$ cat src/rtl/disp_pkg.sv
`default_nettype none
package disp_pkg;

  // ----------------------------------------------------------------
  // register map (byte addresses, one word each)
  // ----------------------------------------------------------------
  localparam logic [7:0] OFS_INSTR = 8'h00; // write instruction, read status
  localparam logic [7:0] OFS_DATA  = 8'h04; // write/read memory data
  localparam logic [7:0] OFS_VIEW  = 8'h08; // read-only block state

  // ----------------------------------------------------------------
  // codes, addresses and field positions
  // ----------------------------------------------------------------
  localparam logic [7:0] BLANK_CODE = 8'h20;
  localparam logic [7:0] CMD_CLEAR  = 8'h01;
  localparam logic [6:0] CMD_HOME7  = 7'h01;   // 02H..03H without bit 0
  localparam logic [3:0] CMD_SHIFT4 = 4'h1;    // 10H..1FH upper nibble
  localparam logic [6:0] PTR_ZERO   = 7'h00;
  localparam logic [6:0] L1_LAST    = 7'h27;
  localparam logic [6:0] L2_FIRST   = 7'h40;
  localparam logic [6:0] L2_LAST    = 7'h67;
  localparam logic [5:0] SHIFT_LAST = 6'h27;   // 40 columns
  localparam logic [6:0] CLEAR_LAST = 7'h7f;
  localparam logic [1:0] BR_FULL    = 2'h0;
  localparam int B_IF = 4;
  localparam int B_N  = 3;
  localparam int B_D  = 2;
  localparam int B_C  = 1;
  localparam int B_B  = 0;
  localparam int B_ID = 1;
  localparam int B_S  = 0;
  localparam int B_SC = 3;
  localparam int B_RL = 2;

  // ----------------------------------------------------------------
  // timing
  // ----------------------------------------------------------------
  localparam int unsigned CLK_MHZ    = 250;
  localparam int unsigned BLINK_MS   = 1000;    // 1.0 Hz period
  localparam int unsigned BLINK_HALF = BLINK_MS * CLK_MHZ * 1000 / 2;
  localparam logic [7:0]  EXEC_CYC   = 8'h02;   // busy time of a command
  localparam logic [7:0]  PWM_DIV    = 8'h3f;   // brightness step divider

  // ----------------------------------------------------------------
  // types
  // ----------------------------------------------------------------
  typedef enum logic [1:0] {ST_IDLE, ST_EXEC, ST_CLEAR} fsm_t;
  typedef enum logic [1:0] {R_INS, R_DAT, R_VIEW, R_NONE} reg_t;

  typedef struct packed {
    logic       disp;
    logic       cur;
    logic       blk;
    logic       blink_ph;
    logic       anode;
    logic       two_line;
    logic       bus8;
    logic [5:0] shift;
    logic [6:0] cursor;
  } view_t;

  typedef struct packed {
    fsm_t        fsm;
    logic [7:0]  cnt;
    logic [6:0]  ptr;
    logic        cg;
    logic        inc;
    logic        sh;
    logic [1:0]  br;
    logic [7:0]  latch;
    logic        fetch;
    logic        half;
    logic [3:0]  nib;
    logic        dp;
    logic        dwr;
    reg_t        dreg;
    logic        hready;
    logic [31:0] hrdata;
    logic [1:0]  pwm;
    logic [7:0]  pdiv;
    logic [26:0] bcnt;
    logic [7:0]  scan;
    view_t       v;
  } state_t;

endpackage
`default_nettype wire

$ cat src/rtl/char_display_instruction_decoder.sv
// Functional notes
// - clear fills every text memory location with blank code 20H
// - clear zeroes the pointer, selects text memory, sets increment mode
// - clear removes display shift; cursor goes to top-left character
// - display control stores display, cursor and blink bits; blink 1 Hz
// - shift moves the cursor by one, and with SC also the display, left or right, no memory access
// - two brightness bits set anode pulse width in four quarter steps
// - glyph address set selects glyph memory; pointer is 6 bits, wraps
// - text address set loads a 7-bit pointer and selects text memory
// - after a text address load, each access steps the pointer
// - valid text addresses are 00H-27H and 40H-67H, 40 per line
// - status read gives busy on bit 7 and the pointer below it
// - busy stays 1 while a command executes, 0 when ready
// - no new command is accepted while busy; host polls first
// - one pointer serves both memories, set by the last command
// - data read returns 8 bits from the memory last selected
// - a read without a prior address set returns invalid data first
// - a cursor shift prepares text reads like an address set
// - each data read taken while not busy steps the pointer by one per entry mode
// - each data write steps the pointer by one per entry mode
// - a read right after a write does not see the new pointer data
// - consecutive reads return successive addresses, each one stepping
`timescale 1ns/1ps
`default_nettype none
module char_display_instruction_decoder
  import disp_pkg::*;
#(
  parameter int unsigned BLINK_HALF_CYC = BLINK_HALF
) (
  // clock and reset
  input  wire logic        hclk,
  input  wire logic        hresetn,
  // ahb-lite slave
  input  wire logic        hsel,
  input  wire logic [31:0] haddr,
  input  wire logic [1:0]  htrans,
  input  wire logic        hwrite,
  input  wire logic [2:0]  hsize,
  input  wire logic [31:0] hwdata,
  input  wire logic        hready,
  output logic             hreadyout,
  output logic [31:0]      hrdata,
  output logic             hresp,
  // refresh side
  input  wire logic [6:0]  scan_addr,
  output logic [7:0]       scan_data,
  output view_t            view
);

  // ----------------------------------------------------------------
  // helpers
  // ----------------------------------------------------------------
  // one step of the shared pointer; text addresses hop between lines
  function automatic logic [6:0] step(input logic [6:0] p, input logic up,
                                      input logic cg);
    logic [5:0] g;
    g = up ? p[5:0] + 6'h01 : p[5:0] - 6'h01;
    if (cg) return {1'b0, g};
    if (up) return (p == L1_LAST) ? L2_FIRST : (p == L2_LAST) ? PTR_ZERO
                   : 7'(p + 7'h01);
    return (p == PTR_ZERO) ? L2_LAST : (p == L2_FIRST) ? L1_LAST
           : 7'(p - 7'h01);
  endfunction

  function automatic logic [5:0] shf(input logic [5:0] s, input logic right);
    if (right) return (s == SHIFT_LAST) ? 6'h00 : 6'(s + 6'h01);
    return (s == 6'h00) ? SHIFT_LAST : 6'(s - 6'h01);
  endfunction

  function automatic logic dd_ok(input logic [6:0] p);
    return (p <= L1_LAST) || (p >= L2_FIRST && p <= L2_LAST);
  endfunction

  function automatic reg_t dec(input logic [7:0] a);
    case (a)
      OFS_INSTR: return R_INS;
      OFS_DATA:  return R_DAT;
      OFS_VIEW:  return R_VIEW;
      default:   return R_NONE;
    endcase
  endfunction

  // ----------------------------------------------------------------
  // storage
  // ----------------------------------------------------------------
  logic [7:0] text_mem  [0:127];
  logic [7:0] glyph_mem [0:63];
  state_t     s;
  state_t     n;
  logic       busy;
  logic       tw_en;
  logic       gw_en;
  logic [6:0] tw_addr;
  logic [7:0] w_data;
  logic [7:0] b;
  logic [7:0] rb;
  logic       done;
  logic       last;
  logic       ins_go;
  logic       dat_wr_go;
  logic       dat_rd_go;
  logic [7:0] mem_rd;

  assign busy   = (s.fsm != ST_IDLE);
  // one pointer addresses whichever memory was selected last
  assign mem_rd = s.cg ? glyph_mem[s.ptr[5:0]] : text_mem[s.ptr];

  // ----------------------------------------------------------------
  // next state
  // ----------------------------------------------------------------
  always_comb begin
    n         = s;
    tw_en     = 1'b0;
    gw_en     = 1'b0;
    tw_addr   = s.ptr;
    w_data    = BLANK_CODE;
    b         = 8'h00;
    rb        = 8'h00;
    done      = 1'b0;
    last      = 1'b0;
    ins_go    = 1'b0;
    dat_wr_go = 1'b0;
    dat_rd_go = 1'b0;
    n.scan    = text_mem[scan_addr];

    // blink phase: half period each way gives 50 percent duty
    if (s.bcnt == 27'(BLINK_HALF_CYC - 1)) begin
      n.bcnt       = 27'h000_0000;
      n.v.blink_ph = ~s.v.blink_ph;
    end else begin
      n.bcnt = 27'(s.bcnt + 27'h000_0001);
    end

    // brightness: anode on for 4, 3, 2 or 1 of every 4 steps
    if (s.pdiv == PWM_DIV) begin
      n.pdiv = 8'h00;
      n.pwm  = 2'(s.pwm + 2'h1);
    end else begin
      n.pdiv = 8'(s.pdiv + 8'h01);
    end
    n.v.anode = (s.pwm >= s.br);

    // read latch refills one cycle after the pointer settles
    if (s.fetch) begin
      n.latch = mem_rd;
      n.fetch = 1'b0;
    end

    // command execution
    case (s.fsm)
      ST_EXEC: begin
        if (s.cnt == 8'h00) n.fsm = ST_IDLE;
        else n.cnt = 8'(s.cnt - 8'h01);
      end
      ST_CLEAR: begin
        tw_en   = 1'b1;
        tw_addr = s.cnt[6:0];
        n.cnt   = 8'(s.cnt + 8'h01);
        if (s.cnt[6:0] == CLEAR_LAST) begin
          n.fsm   = ST_IDLE;
          n.fetch = 1'b1;
        end
      end
      default: ;
    endcase

    // bus: address phase, then one wait cycle in which the work is done
    if (hsel && htrans[1] && hready) begin
      n.dp     = 1'b1;
      n.dwr    = hwrite;
      n.dreg   = dec(haddr[7:0]);
      n.hready = 1'b0;
    end else if (s.dp) begin
      n.dp     = 1'b0;
      n.hready = 1'b1;
      n.hrdata = 32'h0000_0000;
      if (s.dwr) begin
        // a whole byte or a high nibble is refused while busy
        if ((s.dreg == R_INS || s.dreg == R_DAT) && !(busy && !s.half)) begin
          if (!s.v.bus8 && !s.half) begin
            n.half = 1'b1;
            n.nib  = hwdata[7:4];
          end else begin
            n.half = 1'b0;
            b      = s.v.bus8 ? hwdata[7:0] : {s.nib, hwdata[7:4]};
            done   = 1'b1;
          end
        end
      end else begin
        case (s.dreg)
          R_INS:   rb = {busy, s.ptr};
          R_DAT:   rb = s.latch;
          default: rb = 8'h00;
        endcase
        if ((s.dreg == R_INS || s.dreg == R_DAT) && !s.v.bus8) begin
          n.hrdata = {24'h00_0000, s.half ? rb[3:0] : rb[7:4], 4'h0};
          last     = s.half;
          n.half   = ~s.half;
        end else if (s.dreg == R_VIEW) begin
          n.hrdata = {18'h0_0000, s.v.shift, s.cg, s.inc, s.sh, s.v.disp,
                      s.v.cur, s.v.blk, s.v.two_line, s.v.bus8};
        end else begin
          n.hrdata = {24'h00_0000, rb};
          last     = 1'b1;
        end
        // a data read hands out the latch and moves on to the next cell
        if (s.dreg == R_DAT && last && !busy) begin
          dat_rd_go = 1'b1;
          n.ptr     = step(s.ptr, s.inc, s.cg);
          n.fetch   = 1'b1;
          n.fsm     = ST_EXEC;
          n.cnt     = EXEC_CYC;
        end
      end
    end

    // data write: no latch refill, so a following read sees stale data
    if (done && s.dreg == R_DAT) begin
      dat_wr_go = 1'b1;
      w_data    = b;
      tw_en     = !s.cg;
      gw_en     = s.cg;
      n.ptr     = step(s.ptr, s.inc, s.cg);
      if (s.sh && !s.cg) n.v.shift = shf(s.v.shift, !s.inc);
      n.fsm = ST_EXEC;
      n.cnt = EXEC_CYC;
    end

    // instruction decode
    if (done && s.dreg == R_INS) begin
      ins_go = 1'b1;
      n.fsm  = ST_EXEC;
      n.cnt  = EXEC_CYC;
      casez (b)
        8'b1???_????: begin
          n.ptr   = b[6:0];
          n.cg    = 1'b0;
          n.fetch = 1'b1;
        end
        8'b01??_????: begin
          n.ptr   = {1'b0, b[5:0]};
          n.cg    = 1'b1;
          n.fetch = 1'b1;
        end
        8'b001?_????: begin
          n.v.bus8     = b[B_IF];
          n.v.two_line = b[B_N];
          n.br         = b[1:0];
          n.half       = 1'b0;
        end
        8'b0001_????: begin
          n.ptr   = step(s.ptr, b[B_RL], s.cg);
          n.fetch = 1'b1;
          if (b[B_SC]) n.v.shift = shf(s.v.shift, b[B_RL]);
        end
        8'b0000_1???: begin
          n.v.disp = b[B_D];
          n.v.cur  = b[B_C];
          n.v.blk  = b[B_B];
        end
        8'b0000_01??: begin
          n.inc = b[B_ID];
          n.sh  = b[B_S];
        end
        8'b0000_001?: begin
          n.ptr     = PTR_ZERO;
          n.cg      = 1'b0;
          n.v.shift = 6'h00;
          n.fetch   = 1'b1;
        end
        8'b0000_0001: begin
          n.ptr     = PTR_ZERO;
          n.cg      = 1'b0;
          n.inc     = 1'b1;
          n.v.shift = 6'h00;
          n.fsm     = ST_CLEAR;
          n.cnt     = 8'h00;
        end
        default: ;
      endcase
    end

    // the cursor follows the pointer while text memory is selected
    if (!n.cg) n.v.cursor = n.ptr;
  end

  // ----------------------------------------------------------------
  // registers
  // ----------------------------------------------------------------
  always_ff @(posedge hclk or negedge hresetn) begin
    if (!hresetn) begin
      s            <= '0;
      s.fsm        <= ST_IDLE;
      s.dreg       <= R_NONE;
      s.inc        <= 1'b1;
      s.hready     <= 1'b1;
      s.v.bus8     <= 1'b1;
      s.v.two_line <= 1'b1;
      // full brightness is selected, so the anode is lit from the first cycle
      s.v.anode    <= 1'b1;
    end else begin
      s <= n;
    end
  end

  // memories carry no reset; the clear command initialises text
  always_ff @(posedge hclk) begin
    if (tw_en) text_mem[tw_addr] <= w_data;
    if (gw_en) glyph_mem[s.ptr[5:0]] <= w_data;
  end

  assign hreadyout = s.hready;
  assign hrdata    = s.hrdata;
  assign hresp     = 1'b0;
  assign scan_data = s.scan;
  assign view      = s.v;
endmodule // char_display_instruction_decoder
`default_nettype wire

$ cat config.mk
export PLATFORM = sky130hd
export DESIGN_NAME = char_display_instruction_decoder
export DESIGN_NICKNAME = d
export VERILOG_FILES = /design/src/rtl/disp_pkg.sv /design/src/rtl/char_display_instruction_decoder.sv
export SDC_FILE = /design/constraint.sdc
export NUM_CORES = 2
export LEC_CHECK = 0
export BUFFER_PORTS_ARGS = -buffer_cell sky130_fd_sc_hd__buf_2
export CAP_MARGIN = 10
export CORE_MARGIN = 2
export CORE_UTILIZATION = 60
export DETAILED_ROUTE_END_ITERATION = 6
export PLACE_DENSITY = 0.77
export SYNTH_ARGS = -nofsm -noshare
export SYNTH_HDL_FRONTEND = slang
export SYNTH_SLANG_ARGS = --single-unit
$ cat constraint.sdc
create_clock -name hclk -period 22.9 [get_ports hclk]
set_clock_uncertainty 0.2 [all_clocks]
set_input_delay 4.58 -clock hclk [delete_from_list [all_inputs] [get_ports hclk]]
set_output_delay 4.58 -clock hclk [all_outputs]
set_load 0.02 [all_outputs]
==> flow_summary.json <==
{
  "status": "finished, violations left",
  "violations": "design-rule violations, max-capacitance violations",
  "worst_pin_slew_ps": 1460,
  "initial_core_util_pct": 60.3,
  "cts_sinks": 1656,
  "post-place-ws_ps": 13450,
  "grtUsageTotal_pct": 37.4,
  "crit_fanout": 102,
  "layout_commonest_cell": "edfxtp_1",
  "cp.required_ps": 23360,
  "cts_buffers": 163,
  "worst_setup_path_end_kind": "flip-flop",
  "ys_ff_latch": 1656,
  "p_leak_nw": 25.0,
  "rows": 129,
  "synth_top_area_share_pct": 62.1,
  "drc": 30,
  "synth-seq-area-share_pct": 66.2,
  "crit_chain": "buf_8 > buf_12 > buf_4 > mux4_2 > mux4_2 > mux4_2 > mux2_2",
  "worst_slack_ps": 14330,
  "rsz0062_at_grt": "false",
  "synthTopCellsByArea": "edfxtp_1, mux4_2, dfrtp_1",
  "ant_nets": 0,
  "num_vias": 49300,
  "synthCells": 4612,
  "cts_resized": 0,
  "cts_setup_buffers": 0,
  "min_period_over_period_pct": 37.4,
  "dr.pass1.iters": 7,
  "grt_pass1_wl_um": 336000,
  "cts_root_buf": "clkbuf_16",
  "cp.arrival_ps": 9030,
  "vias_per_cell": 7.75,
  "antenna_found_initial": 17,
  "layout.nets": 4674,
  "dp_hpwl_um": 141000,
  "postCtsHoldBufs": 0,
  "power_density_nw_per_um2": 78.9,
  "synth_edf_count": 1536,
  "ys.flop_type": "edfxtp_1",
  "hold_viol": 0,
  "post_drt_wl_per_cell_um": 37.5,
  "clkLatencyLatePin_ps": 790,
  "fmax_ghz": 0.117,
  "synth_async_sr_flop_share_pct": 7.25,
  "tritoncts": "built",
  "startpoint_type": "primary input",
  "slew_viol_final": 0,
  "io_buffers": 71,
  "maxSlewHeadroom_pct": 1.55,
  "die_h_um": 356,
  "gp_congestion": 0.954,
  "grt_max_degree": 121,
  "pin_count": 143,
  "slowest_stage": "buf_4",
  "slowest_delay_ps": 850,
  "cp_common_cell": "mux4_2",
  "synth.distinct_cells": 87,
  "grt_pass1_vias": 47100,
  "maxCapViolCount": 2,
  "die_area_um2": 127000,
  "htree_levels": 4,
  "areaGrowthSynthToFinish_pct": 9.21,
  "setup_violations": 0,
  "tns_ps": 0,
  "syn_area_per_cell_um2": 16.1,
  "final_cell_mix": "edfxtp_1, mux4_2, nor2_1",
  "drt_iter0_drc": 9663,
  "final_layout_size_suffix_gt1_share_pct": 20.4,
  "hold_path_class": "reg2reg",
  "drt-total-wl_um": 238000,
  "peakVddDrop_mv": 0.0753,
  "post-route-min-period_ps": 8570,
  "final_core_util_pct": 65.8,
  "globalRoute.totalOverflow": 0,
  "yosysWarnings": 0,
  "coreArea_um2": 123000,
  "worstSetupPathType": "in2reg",
  "synth_area_um2": 74200,
  "cts_buffer_depth": 3,
  "yosys.area.top_type": "edfxtp_1",
  "path_clk_slew_ps": 60,
  "die_w_um": 356
}
## area by class of cell
cell class / instances / area (um^2)
antenna: 10 / 25.0
clock buffer: 216 / 4440
clock inverter: 82 / 687
fill: 8065 / 42100
inverter: 34 / 130
multi-input combinational: 2541 / 23300
sequential: 1656 / 49100
tap: 1637 / 2050
timing repair buffer: 181 / 1320
## state kept, by name, indices dropped and copies added, names as in the netlist
name,count
text_mem,1024
scan_data,8
s,77
hrdata,14
glyph_mem,512
view,20
hreadyout,1
## synthesized netlist by cell type, types with 35 or more instances
| master | instances |
|---|---|
| mux2_2 | 127 |
| nor2_1 | 334 |
| mux2i_1 | 176 |
| a221oi_1 | 109 |
| clkbuf_1 | 179 |
| a31oi_1 | 53 |
| dfrtp_1 | 113 |
| a22o_1 | 52 |
| nand3_1 | 51 |
| o21ai_0 | 120 |
| nand2_1 | 215 |
| a22oi_1 | 250 |
| a21oi_1 | 120 |
| edfxtp_1 | 1536 |
| mux4_2 | 373 |
| buf_4 | 82 |
| o22ai_1 | 35 |
| a221o_1 | 39 |
| buf_2 | 88 |
| buf_1 | 48 |
## logic make-up (layout without fill, tap and decap cells)
kind of cell,count (synthesis),count (layout),synth area share [%]
flops,1656,1656,66.2
compound gates,986,986,9.72
simple gates,805,805,4.95
mux,676,676,15.6
buf+inv,433,513,2.77
xor+xnor,39,39,0.460
fa+ha+maj,16,16,0.270
other cells,1,29,0.00505
## final timing paths
check / start / endpoint / slack, ps / depth (start not counted)
setup / recovery: scan_addr[0] / scan_data[2]$_DFF_PN0_ / 14330 / 7
hold / removal: view[16]$_DFFE_PN0N_ / view[16]$_DFFE_PN0N_ / 260 / 1
setup reg to reg: s[121]$_DFF_PN0_ / s[110]$_DFFE_PN0P_ / 16350 / 10
hold reg to reg: view[16]$_DFFE_PN0N_ / view[16]$_DFFE_PN0N_ / 260 / 1
max in group asynchronous: hresetn / scan_data[3]$_DFF_PN0_ / 17680 / 2
min in group asynchronous: hresetn / s[64]$_DFFE_PN0N_ / 3630 / 1
## metrics by stage
step,cells,area [um^2],hold slack [ps],total power (W)
after floorplan,4630,74300,240,0.00363
after global placement,6046,75900,253,0.00381
after detailed placement,6046,75900,255,0.00381
after CTS,6344,81000,264,0.00636
after global routing,6348,81000,286,0.00650
final,6357,81100,258,0.00640
## critical path: cells and delay by family
family | cells | cell delay [ps]
buffers and inverters | 3 | 2130
multiplexers | 4 | 2110
## where the power goes
part / switching (W) / internal [W] / total [W]
Combinational: 0.000337 / 0.000153 / 0.000489
Sequential: 0.0000203 / 0.00327 / 0.00329
Clock: 0.00115 / 0.00147 / 0.00262
## layer usage
metal | GRT usage (%) | wire (um)
met1 | 48.9 | 78100
met2 | 54.2 | 104000
met3 | 13.6 | 39400
met4 | 21.8 | 16500
met5 | 1.02 | 297
Power figures use the tool's default switching activity.
